==> src/hw/psr_pkg.sv <==
// Constants and types shared by the processor supervisor reset sequencer.
package psr_pkg;

  // Clock period and the internal oscillator sample period.
  localparam int unsigned CLK_NS = 40;
  localparam int unsigned SAMPLE_NS = 33000;
  localparam int unsigned TICK_CYC = (SAMPLE_NS + CLK_NS - 1) / CLK_NS;
  localparam int unsigned TICK_US = SAMPLE_NS / 1000;

  // Delay figures in microseconds.
  localparam int unsigned PWRUP_US = 25000;
  localparam int unsigned WDOG_US = 400000;
  localparam int unsigned RST_PULSE_US = 25000;
  localparam int unsigned NMI_PULSE_US = 200;
  localparam int unsigned DEBOUNCE_US = 1000;

  typedef logic [15:0] psr_cnt_t;

  // Hold counts get one extra tick because the first tick may arrive at once.
  localparam psr_cnt_t PWRUP_TK = psr_cnt_t'((PWRUP_US + TICK_US - 1) / TICK_US + 1);
  localparam psr_cnt_t RST_PULSE_TK = psr_cnt_t'((RST_PULSE_US + TICK_US - 1) / TICK_US + 1);
  localparam psr_cnt_t NMI_PULSE_TK = psr_cnt_t'((NMI_PULSE_US + TICK_US - 1) / TICK_US + 1);
  localparam psr_cnt_t DEBOUNCE_TK = psr_cnt_t'((DEBOUNCE_US + TICK_US - 1) / TICK_US);
  localparam psr_cnt_t WDOG_TK = psr_cnt_t'(WDOG_US / TICK_US);

  localparam logic [1:0] NMI_SAMPLES = 2'h3;
  localparam logic [1:0] LOW_ZERO = 2'h0;
  localparam psr_cnt_t CNT_ZERO = 16'h0000;
  localparam psr_cnt_t CNT_ONE = 16'h0001;
  localparam int unsigned IN_W = 6;

  // Raw pin inputs, all active high after the active-low ones are inverted.
  typedef struct packed {
    logic supply_low;
    logic sense_low;
    logic button_press;
    logic kick_low;
    logic mode_low_power;
    logic sleep_req;
  } psr_in_t;

  // Registered outputs.
  typedef struct packed {
    logic reset;
    logic power_fail;
    logic nmi;
    logic mem_block;
    logic low_power;
  } psr_out_t;

endpackage

==> src/hw/psr_top.sv <==
// Processor supervisor: reset, power-fail, early warning, memory gate and watchdog.
//
// Overview of operation
// Mode select high picks low-power processor mode, low picks high-power mode.
// Low-power mode never asserts reset merely because supply is out of tolerance.
// Low-power mode pulses early-warning interrupt on a power failure.
// Low-power mode still issues a power-on reset when supply returns.
// High-power mode warns first, then holds reset for the whole supply loss.
// Reset asserts while supply comparator reports supply below trip level; the code does so in high-power mode only.
// After supply returns, reset stays asserted at least 25 ms.
// During supply fault, power-fail asserts and memory enable is blocked.
// Reset is driven on two complementary outputs showing the same state.
// Power-fail is driven on two complementary outputs showing the same state.
// Early-warning interrupt asserts when sense comparator reports supply below threshold.
// Pushbutton is debounced and a valid press asserts reset.
// Watchdog expiry without a kick asserts reset.
// Processor kicks with falling edges; each restarts the watchdog period.
// Sleep and wake control input puts the block into low-power state.
// Watchdog period about 400 ms, under 600 ms, starts when reset ends.
// Watchdog expiry holds reset active at least 25 ms.
// Pushbutton reset lasts at least 25 ms after button release.
// Interrupt needs three consecutive low samples 33 us apart; good sample restarts.
// All delays count ticks of one internal oscillator with parameterised counts.
// All comparator, button, kick and mode inputs are synchronised before use.
`timescale 1ns/100ps
module psr_top #(
  parameter int unsigned TICK_CYC = psr_pkg::TICK_CYC
) (
  input wire logic clk_i,
  input wire logic rst_i,
  input wire logic supply_low_i,
  input wire logic sense_low_i,
  input wire logic button_reset_n_i,
  input wire logic watchdog_kick_n_i,
  input wire logic processor_mode_select_i,
  input wire logic sleep_wake_ctl_n_i,
  input wire logic mem_enable_from_cpu_n_i,
  output logic reset_o,
  output logic reset_n_o,
  output logic power_fail_flag_o,
  output logic power_fail_flag_n_o,
  output logic nmi_n_o,
  output logic mem_enable_to_sram_n_o,
  output logic low_power_o
);

  // Saturating decrement on a tick.
  function automatic psr_pkg::psr_cnt_t dec_tk(input psr_pkg::psr_cnt_t cnt, input logic tick);
    dec_tk = (tick && cnt != psr_pkg::CNT_ZERO) ? cnt - psr_pkg::CNT_ONE : cnt;
  endfunction

  ////////////////////////////////////////////////////////////////////////////
  // Input synchronisers.
  // Two flops per input; only the second stage feeds the logic below.
  psr_pkg::psr_in_t raw_in;
  psr_pkg::psr_in_t meta_q;
  psr_pkg::psr_in_t sync_q;
  logic kick_low_q;

  assign raw_in = '{supply_low: supply_low_i, sense_low: sense_low_i, button_press: ~button_reset_n_i,
                    kick_low: ~watchdog_kick_n_i, mode_low_power: processor_mode_select_i,
                    sleep_req: ~sleep_wake_ctl_n_i};

  for (genvar g = 0; g < psr_pkg::IN_W; g++) begin : g_sync
    always_ff @(posedge clk_i or posedge rst_i) begin
      if (rst_i) begin
        meta_q[g] <= 1'b0;
        sync_q[g] <= 1'b0;
      end else begin
        meta_q[g] <= raw_in[g];
        sync_q[g] <= meta_q[g];
      end
    end
  end

  logic fault;
  logic cmos_mode;
  logic kick_fall;
  assign fault = sync_q.supply_low;
  assign cmos_mode = sync_q.mode_low_power;
  assign kick_fall = sync_q.kick_low & ~kick_low_q;

  always_ff @(posedge clk_i or posedge rst_i) begin
    if (rst_i) begin
      kick_low_q <= 1'b0;
    end else begin
      kick_low_q <= sync_q.kick_low;
    end
  end

  ////////////////////////////////////////////////////////////////////////////
  // Oscillator tick.
  // Every delay is a count of these ticks, so TICK_CYC alone scales them all.
  psr_pkg::psr_cnt_t tick_cnt_q;
  logic tick;
  assign tick = (tick_cnt_q == psr_pkg::psr_cnt_t'(TICK_CYC - 1));

  always_ff @(posedge clk_i or posedge rst_i) begin
    if (rst_i) begin
      tick_cnt_q <= psr_pkg::CNT_ZERO;
    end else if (tick) begin
      tick_cnt_q <= psr_pkg::CNT_ZERO;
    end else begin
      tick_cnt_q <= tick_cnt_q + psr_pkg::CNT_ONE;
    end
  end

  ////////////////////////////////////////////////////////////////////////////
  // Pushbutton debounce.
  // Any bounce clears the count, so the press must stand for the whole debounce time.
  psr_pkg::psr_cnt_t deb_cnt_q;
  logic btn_active_q;
  logic btn_release;
  assign btn_release = btn_active_q & ~sync_q.button_press & ~fault;

  always_ff @(posedge clk_i or posedge rst_i) begin
    if (rst_i) begin
      deb_cnt_q <= psr_pkg::CNT_ZERO;
      btn_active_q <= 1'b0;
    end else if (fault || !sync_q.button_press) begin
      deb_cnt_q <= psr_pkg::CNT_ZERO;
      btn_active_q <= 1'b0;
    end else if (tick && deb_cnt_q != psr_pkg::DEBOUNCE_TK) begin
      deb_cnt_q <= deb_cnt_q + psr_pkg::CNT_ONE;
    end else if (deb_cnt_q == psr_pkg::DEBOUNCE_TK) begin
      btn_active_q <= 1'b1;
    end
  end

  ////////////////////////////////////////////////////////////////////////////
  // Watchdog.
  // The count is held at zero while reset, a fault or sleep is active.
  psr_pkg::psr_cnt_t wd_cnt_q;
  logic wd_run;
  logic wd_expire;
  assign wd_run = ~reset_o & ~fault & ~low_power_o;
  assign wd_expire = wd_run & ~kick_fall & tick & (wd_cnt_q == psr_pkg::WDOG_TK - psr_pkg::CNT_ONE);

  always_ff @(posedge clk_i or posedge rst_i) begin
    if (rst_i) begin
      wd_cnt_q <= psr_pkg::CNT_ZERO;
    end else if (!wd_run || kick_fall || wd_expire) begin
      wd_cnt_q <= psr_pkg::CNT_ZERO;
    end else if (tick) begin
      wd_cnt_q <= wd_cnt_q + psr_pkg::CNT_ONE;
    end
  end

  ////////////////////////////////////////////////////////////////////////////
  // Reset hold timer and reset outputs.
  psr_pkg::psr_cnt_t hold_cnt_q;
  logic fault_q;
  logic reset_d;

  always_ff @(posedge clk_i or posedge rst_i) begin
    if (rst_i) begin
      fault_q <= 1'b1;
      hold_cnt_q <= psr_pkg::PWRUP_TK;
    end else begin
      fault_q <= fault;
      if (fault) begin
        hold_cnt_q <= psr_pkg::PWRUP_TK;
      end else if (fault_q) begin
        hold_cnt_q <= psr_pkg::PWRUP_TK;
      end else if (wd_expire || btn_release) begin
        hold_cnt_q <= psr_pkg::RST_PULSE_TK;
      end else begin
        hold_cnt_q <= dec_tk(hold_cnt_q, tick);
      end
    end
  end

  // In low-power mode the hold counter is still loaded during a fault but only
  // counts once the supply is back, so the fault itself causes no reset.
  assign reset_d = (fault & ~cmos_mode) | (~fault & hold_cnt_q != psr_pkg::CNT_ZERO) | btn_active_q;

  always_ff @(posedge clk_i or posedge rst_i) begin
    if (rst_i) begin
      reset_o <= 1'b1;
      reset_n_o <= 1'b0;
    end else begin
      reset_o <= reset_d;
      reset_n_o <= ~reset_d;
    end
  end

  ////////////////////////////////////////////////////////////////////////////
  // Power-fail, memory gate and sleep.
  // The chip enable path is not synchronised so that the gate adds one register of delay only.
  always_ff @(posedge clk_i or posedge rst_i) begin
    if (rst_i) begin
      power_fail_flag_o <= 1'b1;
      power_fail_flag_n_o <= 1'b0;
      mem_enable_to_sram_n_o <= 1'b1;
    end else begin
      power_fail_flag_o <= fault;
      power_fail_flag_n_o <= ~fault;
      mem_enable_to_sram_n_o <= fault | mem_enable_from_cpu_n_i;
    end
  end

  always_ff @(posedge clk_i or posedge rst_i) begin
    if (rst_i) begin
      low_power_o <= 1'b0;
    end else begin
      low_power_o <= sync_q.sleep_req;
    end
  end

  ////////////////////////////////////////////////////////////////////////////
  // Early-warning interrupt.
  // The sample count saturates so that a steady low level gives one pulse, not a train.
  logic [1:0] low_cnt_q;
  psr_pkg::psr_cnt_t nmi_cnt_q;
  logic nmi_start;
  assign nmi_start = tick & ~fault & sync_q.sense_low & (low_cnt_q == psr_pkg::NMI_SAMPLES - 2'h1);

  always_ff @(posedge clk_i or posedge rst_i) begin
    if (rst_i) begin
      low_cnt_q <= psr_pkg::LOW_ZERO;
    end else if (fault || !sync_q.sense_low) begin
      low_cnt_q <= psr_pkg::LOW_ZERO;
    end else if (tick && low_cnt_q != psr_pkg::NMI_SAMPLES) begin
      low_cnt_q <= low_cnt_q + 2'h1;
    end
  end

  always_ff @(posedge clk_i or posedge rst_i) begin
    if (rst_i) begin
      nmi_cnt_q <= psr_pkg::CNT_ZERO;
      nmi_n_o <= 1'b1;
    end else if (nmi_start) begin
      nmi_cnt_q <= psr_pkg::NMI_PULSE_TK;
      nmi_n_o <= 1'b0;
    end else if (!sync_q.sense_low || nmi_cnt_q == psr_pkg::CNT_ZERO) begin
      nmi_cnt_q <= psr_pkg::CNT_ZERO;
      nmi_n_o <= 1'b1;
    end else begin
      nmi_cnt_q <= dec_tk(nmi_cnt_q, tick);
    end
  end
endmodule

==> config.mk <==
export PLATFORM = sky130hd
export DESIGN_NAME = psr_top
export DESIGN_NICKNAME = d
export VERILOG_FILES = /design/src/hw/psr_pkg.sv /design/src/hw/psr_top.sv
export SDC_FILE = /design/constraint.sdc
export NUM_CORES = 1
export LEC_CHECK = 0
export BUFFER_PORTS_ARGS = -buffer_cell sky130_fd_sc_hd__buf_2
export CAP_MARGIN = 10
export CORE_MARGIN = 2
export CORE_UTILIZATION = 40
export DETAILED_ROUTE_END_ITERATION = 8
export PLACE_DENSITY = 0.64
export SLEW_MARGIN = 20
export SYNTH_ARGS = -nofsm -noshare
export SYNTH_HDL_FRONTEND = slang
export SYNTH_SLANG_ARGS = --single-unit
export TNS_END_PERCENT = 50
==> constraint.sdc <==
create_clock -name clk_i -period 3.9 [get_ports clk_i]
set_input_delay 0.39 -clock clk_i [delete_from_list [all_inputs] [get_ports clk_i]]
set_output_delay 0.39 -clock clk_i [all_outputs]
set_load 0.02 [all_outputs]
==> results.ini, run 1 <==
[floorplan]
initial_core_util=0.408
die_x_um=114
dieHeight_um=114
io_pins=16
die_area_sq_um=13100
coreArea_sq_um=12000
fp-row-count=40

[finish]
num_antenna_cells=0
fin_cells=646
mostFrequentLayoutCells=dfrtp_1, nor2_1, xor2_1
final_nets=513
layout_commonest_cell=dfrtp_1
drive_gt1_frac=0.114
area_growth_pct=10.5
fill_cells=1089

[grt]
grt_pass1_wl_um=15700
grt_max_degree=79
grtUsageMet3=0.0206
antenna_found_initial=0
gr-total-overflow=0
grt_pass1_vias=3368
use_met1=0.207
grt_use_total=0.147
grt-busiest-layer=met2
use_met2=0.231

[synthesis]
synth_top_area_cell=dfrtp_1
yosys_most_used_dff=dfrtp_1
synth_edf_count=0
syn_nets=497
syn-instance-count=478
yosysWarnings=0
syn_area_sq_um=4880
ys_types=45
syn_avg_cell_area_sq_um=10.2
ys_seq_area_frac=0.531
postSynth.asyncResetShare=1.00
yosysTopAreaCellShare=0.466
synth-seq-cells=103
netlist_top_cells_area=dfrtp_1, xor2_1, dfstp_2, nor2_1, xnor2_1

[detailed_routing]
antenna_left=0
wl_per_cell_um=13.8
drt_pass1_iterations=4
vias=3434
post_drt_via_cell_ratio=5.32
drt_iter0_markers=234
wl_um=8930
drc=0

[setup_path]
arrival_ps=2850
crit_required_ps=4160
worstReg2RegEnd=hold_cnt_q[13]
worstSetupPathType=reg2reg
reg2reg_slack_ps=1310
cp_max_fo=19
reg2reg_depth=8
end_kind=flip-flop
crit-reg2reg-launch=tick_cnt_q[0]
start_kind=flip-flop

[power]
p_sw_frac=0.215
p_seq_frac=0.553
ir_drop_mv=0.172
power.switching_uw=421
comb_power_share=0.023
clkPwrFrac=0.424
leakagePower_nw=2.27
power_density_nw_per_um2=363
p_int_mw=1.54

[sta]
skew_ps=8.51
rsz0062_at_grt=no
tns_ps=0
worst_pin_slew_ps=926
slew_headroom=0.383
fin_crit_sh=0.665
finalMaxSlewViolations=0
hold_violations=0
post-route-min-period_ps=2590
fmaxAchievable_mhz=386
whs_ps=155
setup_viol=0

[cts]
cts_buffer_depth=2
cts-root-buf=clkbuf_16
post-cts-setup-buffer-count=0
ctsResizeCount=0
path_clk_slew_ps=70
cts-buffers-inserted=9
postCtsHoldBufs=0
cts_tree=built
cts_sinks=103
clk_latency_ps=340
h-tree-depth=3

[status]
status=finished clean

[worst_hold_path]
holdPathStages=1
worstHoldEndpoint=meta_q[1]
hp-class=in2reg
min_from=processor_mode_select_i

[placement]
dp.cells=630
hpwl_um=6010
gp_congestion=0.811
port_buffers=15

[run]
maxCapViolCount=0

==> how the worst max path moves through the flow <==
stage | startpoint | to | depth (start not counted)
global route | tick_cnt_q[0] | hold_cnt_q[13] | 8
floorplan | rst_i | btn_active_q | 1
global placement | tick_cnt_q[0] | hold_cnt_q[15] | 8
CTS | tick_cnt_q[0] | hold_cnt_q[13] | 8
finish | tick_cnt_q[0] | hold_cnt_q[13] | 8
detailed placement | tick_cnt_q[0] | hold_cnt_q[15] | 8
==> power by group through the flow <==
stage	clock network, mW	logic [mW]	registers, mW
floorplan	0	0.0245	1.11
global placement	0	0.0462	1.10
detailed placement	0	0.0473	1.10
CTS	0.857	0.0473	1.08
global route	0.897	0.0518	1.08
finish	0.832	0.0446	1.08
==> flip-flops by register name, indices dropped and copies added, names as in the netlist <==
| name | cells |
|---|---|
| deb_cnt_q | 16 |
| hold_cnt_q | 16 |
| nmi_cnt_q | 16 |
| tick_cnt_q | 16 |
| wd_cnt_q | 16 |
| meta_q | 6 |
| sync_q | 4 |
| low_cnt_q | 2 |
| btn_active_q | 1 |
| cmos_mode | 1 |
| fault | 1 |
| kick_low_q | 1 |
| low_power_o | 1 |
| mem_enable_to_sram_n_o | 1 |
| nmi_n_o | 1 |
| power_fail_flag_n_o | 1 |
| power_fail_flag_o | 1 |
| reset_n_o | 1 |
| reset_o | 1 |
==> layout make-up <==
type | count | area [sq um] | share of cell area
Inverter | 23 | 88.8 | 0.0165
Clock buffer | 11 | 243 | 0.0450
Sequential cell | 103 | 2590 | 0.480
Timing Repair Buffer | 20 | 113 | 0.0209
Multi-Input combinational cell | 337 | 2140 | 0.397
Tap cell | 147 | 184 | 0.0341
Clock inverter | 5 | 32.5 | 0.00603
==> worst max-delay path, cell delays in order, from the launching register on <==
cell and delay (ps):
dfrtp_1 410, inv_1 70, ha_1 140, nor4b_1 390, and4_1 310, buf_4 240, o211ai_1 320, or4_1 500
a21oi_1 140
==> synth_stat cells (all sizes together), types with 3 or more instances <==
master  instances
nor3b           3
dfstp          12
nand2          25
nor4           14
dfrtp          91
nand4          24
nor4b           3
and4            7
nand4b          3
or2             3
o211ai          5
ha             10
and3           13
or4             5
nor3            9
clkbuf         11
o31ai           3
inv            23
nor2           64
or3            10
buf             4
nand3          24
a21oi          15
o21ai          13
and2            6
xnor2          22
xor2           41
==> per-layer routing <==
layer / part of all wire / routed length [um] / up-vias
li1: - / - / 1697
met5: 0 / 0 / -
met1: 0.50 / 4420 / 1682
met3: 0.018 / 159 / 9
met4: 0.014 / 122 / 0
met2: 0.47 / 4230 / 46
==> metrics by stage <==
stage / setup WS (ps) / instance area [sq um] / util / total power, mW
2_1_floorplan: 826 / 4880 / - / 1.13
3_3_place_gp: 1450 / 5120 / 0.428 / 1.15
3_5_place_dp: 1350 / 5120 / 0.428 / 1.15
4_1_cts: 1310 / 5400 / 0.451 / 1.99
5_1_grt: 1090 / 5400 / 0.451 / 2.03
6_report: 1310 / 5400 / 0.451 / 1.96
==> kinds of logic after synthesis <==
kind of cell | after synthesis | share of synthesized area
compound gates | 46 | 0.0582
xor+xnor | 63 | 0.113
fa+ha+maj | 10 | 0.0256
buf+inv | 38 | 0.0302
flops | 103 | 0.531
simple gates | 218 | 0.242
Power figures use the tool's default switching activity.
==> run 2, diff against run 1 <==
PLACE_DENSITY = 0.66   (was 0.64)
clock period = 2.15 ns   (was 3.9 ns; I/O delays follow)
==> run 2 against run 1 <==
Effect of this change:
- sequential share of layout area decreased by 3.8 points
- clock power up 95%
- critical path type unchanged
- fmax grew 25%
- combinational power is 120% higher
- largest power group unchanged
- critical path depth grew 1
- total power grew 88%
- final area is 8.5% higher
- worst setup slack lost 1200 ps
- sequential power increased by 82%
- non-clock buffer count is 39 higher
==> results.ini, run 2 (synthesis results as in run 1) <==
[finish]
drive_gt1_frac=0.197  ; +0.0828
layout_commonest_cell=dfrtp_1
fill_cells=1083  ; -0.55%
fin_cells=685  ; +6.0%
area_growth_pct=19.9
mostFrequentLayoutCells=dfrtp_1, nor2_1, xor2_1
fin_util=0.490  ; +0.0385
final_nets=552  ; +7.6%
num_antenna_cells=0  ; unchanged

[sta]
post-route-min-period_ps=2070  ; -526 ps
rsz0062_at_grt=yes
worst_pin_slew_ps=587  ; -339 ps
setup_viol=0  ; unchanged
whs_ps=47.6  ; -108 ps
fin_crit_sh=0.961  ; +0.297
skew_ps=7.85  ; -0.662 ps
hold_violations=0  ; unchanged
fmaxAchievable_mhz=484  ; +25%
slew_headroom=0.608  ; +0.225
finalMaxSlewViolations=0  ; unchanged

[setup_path]
worstReg2RegEnd=hold_cnt_q[13]
reg2reg_slack_ps=80  ; -1220 ps
cp_max_fo=8  ; -11
start_kind=flip-flop
crit_start=tick_cnt_q[0]
worstSetupPathType=reg2reg
arrival_ps=2350  ; -500 ps
crit-reg2reg-launch=tick_cnt_q[0]
crit_required_ps=2430  ; -1730 ps
reg2reg_depth=9  ; +1
end_kind=flip-flop

[floorplan]
io_pins=16  ; unchanged
initial_core_util=0.408  ; unchanged
die_x_um=114  ; unchanged
dieHeight_um=114  ; unchanged
die_area_sq_um=13100  ; unchanged
fp-row-count=40  ; unchanged
coreArea_sq_um=12000  ; unchanged

[placement]
hpwl_um=6590  ; +9.6%
gp_congestion=0.841  ; +3.7%
dp.cells=659  ; +4.6%
port_buffers=15  ; unchanged

[cts]
cts_sinks=103  ; unchanged
cts_tree=built
h-tree-depth=3  ; unchanged
cts-buffers-inserted=9  ; unchanged
cts-root-buf=clkbuf_16
cts_buffer_depth=2  ; unchanged
clk_latency_ps=350  ; about the same
path_clk_slew_ps=70  ; about the same

[run]
maxCapViolCount=0  ; unchanged

[power]
ir_drop_mv=0.495  ; +190%
leakagePower_nw=2.49  ; +10%
power_density_nw_per_um2=629  ; +73%

[grt]
grt_pass1_vias=3615  ; +7.3%
grt_use_total=0.160  ; +0.0130
gr-total-overflow=0  ; unchanged
grt_pass1_wl_um=16800  ; +7.0%
antenna_found_initial=0  ; unchanged
grt_max_degree=51  ; -35%

[status]
status=finished clean

[detailed_routing]
antenna_left=0  ; unchanged
drc=0  ; unchanged
post_drt_via_cell_ratio=5.33  ; +0.18%
drt_pass1_iterations=4  ; unchanged
wl_um=9920  ; +11%
vias=3648  ; +6.2%
wl_per_cell_um=14.5  ; +4.7%
drt_iter0_markers=254  ; +8.5%

[worst_hold_path]
holdPathStages=2  ; +1
hp-class=in2reg
min_from=mem_enable_from_cpu_n_i
worstHoldEndpoint=mem_enable_to_sram_n_o

## run 2: cell count changes in the layout (fill, tap and decap cells not counted), sizes merged
| cell | change |
|---|---|
| buf | +32 |
| clkbuf | -1 |
| clkinv | +1 |
| clkinvlp | +1 |
| dlygate4sd3 | +7 |
| inv | -1 |
## run 2: cell type report
type / count / area [sq um] / share of cell area
Timing Repair Buffer: 59 / 443 / 0.0756
Clock buffer: 10 / 239 / 0.0408
Sequential cell: 103 / 2590 / 0.443
Clock inverter: 6 / 67.6 / 0.0115
Inverter: 23 / 90.1 / 0.0154
Multi-Input combinational cell: 337 / 2240 / 0.383
Tap cell: 147 / 184 / 0.0314
## run 2: worst max-delay path: stages (launching register included)
cell and delay, ps:
dfrtp_1 390, inv_1 60, ha_2 170, nor4b_4 200, buf_4 150, and4_4 220
o211ai_1 90, buf_4 180, or4_4 410, a21oi_2 130
## run 2: worst max-delay path by stage
stage                     slack, ps        endpoint
after floorplan                 120  hold_cnt_q[13]
after global placement           50    nmi_cnt_q[4]
after detailed placement        -70    nmi_cnt_q[4]
after CTS                        40   hold_cnt_q[1]
after global routing            -30   hold_cnt_q[9]
final                            80  hold_cnt_q[13]
## run 2: routing by layer
layer | GRT usage | up-vias | wire length, um
li1 | - | 1782 | -
met2 | 0.263 | 57 | 4910
met5 | 0 | - | 0
met3 | 0.0360 | 9 | 317
met1 | 0.209 | 1800 | 4570
met4 | 0.0569 | 0 | 123
## run 2: what timing repair did
item                                   4_1_cts  5_1_grt
setup endpoints to repair                    8       40
pin swaps                                    0        6
hold buffers                                 7        0
buffers inserted                             1        3
gates resized for setup                      3       19
endpoints found under the hold margin       27        0
## run 2: per-stage QoR
step                      setup WS (ps)  TNS (ps)  area [sq um]  total power [mW]
final                              82.9         0          5860              3.68
after global routing              -32.2      -106          5860              3.82
after CTS                          37.3         0          5750              3.74
after detailed placement          -71.3      -156          5350              2.10
after global placement             50.7         0          5350              2.09
after floorplan                     119         0          4890              2.05
## run 2: power breakdown
group	switching [mW]	internal [mW]	total, mW
Combinational	0.0700	0.0298	0.0998
Sequential	0.00830	1.96	1.97
Clock	0.772	0.847	1.62
==> run 3, diff against run 2 <==
CTS_BUF_LIST = sky130_fd_sc_hd__clkbuf_8 sky130_fd_sc_hd__clkbuf_16   (was not set)
PLACE_DENSITY = 0.59   (was 0.66)
==> run 3 against run 2 <==
Effect of this change:
- clock-buffer cell count down 1
- critical path depth unchanged
- final area up 1.6%
- global-route usage down 0.15 points
- non-clock buffer count up 8
- total power down 0.78%
- clock power about the same
- critical path type unchanged
- critical endpoint is now hold_cnt_q[15]
- largest cell class unchanged
- highest routed layer unchanged
==> results.ini, run 3 (synthesis results as in run 1) <==
[sta]
post-route-min-period_ps=2090  ; +22.2 ps
worst_pin_slew_ps=587  ; -0.469 ps
finalMaxSlewViolations=0  ; unchanged
fmaxAchievable_mhz=479  ; -1.1%
rsz0062_at_grt=yes
finalWorstSetupSlack_ps=60.8  ; -22.2 ps
fin_crit_sh=0.972  ; +0.0103
hold_violations=0  ; unchanged
setup_viol=0  ; unchanged
skew_ps=8.79  ; +0.941 ps
slew_headroom=0.608  ; about the same
whs_ps=52.2  ; +4.61 ps

[setup_path]
arrival_ps=2370  ; +20 ps
worstSetupPathType=reg2reg
cp_max_fo=8  ; unchanged
start_kind=flip-flop
crit_required_ps=2430  ; about the same
end_kind=flip-flop

[cts]
cts_tree=built
clk_latency_ps=350  ; about the same
cts-buffers-inserted=9  ; unchanged
cts_buffer_depth=2  ; unchanged
path_clk_slew_ps=70  ; about the same
cts_sinks=103  ; unchanged
cts-root-buf=clkbuf_16
h-tree-depth=3  ; unchanged

[placement]
hpwl_um=6730  ; +2.2%
port_buffers=15  ; unchanged
gp_congestion=0.792  ; -5.8%
dp_slack_ps=-17.1  ; +54.2 ps
dp.cells=668  ; +1.4%
place_area_sq_um=5430  ; +1.5%

[power]
power_density_nw_per_um2=614  ; -2.4%
p_total_mw=3.66  ; -0.78%
ir_drop_mv=0.405  ; -18%
leakagePower_nw=2.60  ; +4.1%

[grt]
grt_use_total=0.159  ; -0.00152
gr-total-overflow=0  ; unchanged
grt_pass1_vias=3582  ; -0.91%
grt_max_degree=59  ; +16%
grt_pass1_wl_um=16600  ; -1.2%
antenna_found_initial=0  ; unchanged

[finish]
register_area_sq_um=2590  ; unchanged
layout_commonest_cell=dfrtp_1
multi_input_area_sq_um=2270  ; +1.3%
final_area_sq_um=5950  ; +1.6%
fin_cells=693  ; +1.2%
num_antenna_cells=0  ; unchanged
drive_gt1_frac=0.205  ; +0.00810
area_growth_pct=21.9
fill_cells=1066  ; -1.6%
final_nets=560  ; +1.4%
mostFrequentLayoutCells=dfrtp_1, nor2_1, xor2_1, buf_4, nand2_1

[detailed_routing]
drt_pass1_iterations=4  ; unchanged
post_drt_via_cell_ratio=5.23  ; -1.8%
vias=3624  ; -0.66%
drt_iter0_markers=192  ; -24%
wl_per_cell_um=14.2  ; -2.1%
wl_um=9820  ; -0.98%
antenna_left=0  ; unchanged
drc=0  ; unchanged

[floorplan]
io_pins=16  ; unchanged
initial_core_util=0.408  ; unchanged
dieHeight_um=114  ; unchanged
die_area_sq_um=13100  ; unchanged
coreArea_sq_um=12000  ; unchanged
fp-row-count=40  ; unchanged
die_x_um=114  ; unchanged

[run]
maxCapViolCount=0  ; unchanged

[worst_hold_path]
hp-class=in2reg

[status]
status=finished clean

==> run 3: cell types whose count changed in the layout (fill, tap and decap cells not counted), sizes merged <==
cell      change
buf           +8
bufinv        +1
clkinvlp      +1
clkbuf        -1
clkinv        -1
==> run 3: worst max-delay path: stages, from the launching register on <==
cell and delay, ps:
dfrtp_1 380, inv_1 60, ha_2 170, nor4b_4 180
buf_4 150, and4_4 230, o211ai_1 90, buf_4 180
or4_1 430, a21oi_2 160
==> run 3: final cells by class <==
class,instances,area share
Tap cell,147,0.0309
Clock buffer,9,0.0378
Multi-Input combinational cell,337,0.382
Timing Repair Buffer,67,0.0881
Clock inverter,7,0.0109
Sequential cell,103,0.436
Inverter,23,0.0151
==> run 3: timing repair <==
item,in CTS,in global routing
pin swaps,0,11
endpoints found under the setup margin,12,58
setup buffers,0,2
resized for setup,2,25
hold endpoints to repair,29,0
hold buffers,7,0
==> run 3: final timing paths <==
| kind | startpoint | end | slack [ps] | cells after the start |
|---|---|---|---|---|
| min in group asynchronous | rst_i | nmi_cnt_q[6] | 480 | 3 |
| hold / removal | mem_enable_from_cpu_n_i | mem_enable_to_sram_n_o | 50 | 2 |
| max in group asynchronous | rst_i | mem_enable_to_sram_n_o | 960 | 4 |
| setup / recovery | tick_cnt_q[1] | hold_cnt_q[15] | 60 | 9 |
| setup reg to reg | tick_cnt_q[1] | hold_cnt_q[15] | 60 | 9 |
| hold reg to reg | meta_q[2] | sync_q[2] | 350 | 0 |
==> run 3: power by group <==
part / leakage [nW] / total [mW] / switching [mW] / internal, mW
clock: 0.146 / 1.59 / 0.694 / 0.893
sequential: 1.35 / 1.97 / 0.00826 / 1.96
combinational: 1.10 / 0.102 / 0.0698 / 0.0323
total: 2.60 / 3.66 / 0.772 / 2.88
==> run 3: through the flow <==
| step | util | TNS (ps) |
|---|---|---|
| after detailed placement | 0.454 | -18.0 |
| after floorplan | - | 0 |
| after CTS | 0.485 | 0 |
| after global routing | 0.498 | -168 |
| final | 0.498 | 0 |
| after global placement | 0.454 | 0 |
==> run 3: layer usage <==
layer,vias to the layer above,track usage,part of all wire
met5,-,0,0
met4,0,0.0488,0.015
met3,11,0.0429,0.025
met2,31,0.266,0.49
met1,1788,0.200,0.47
li1,1794,-,-
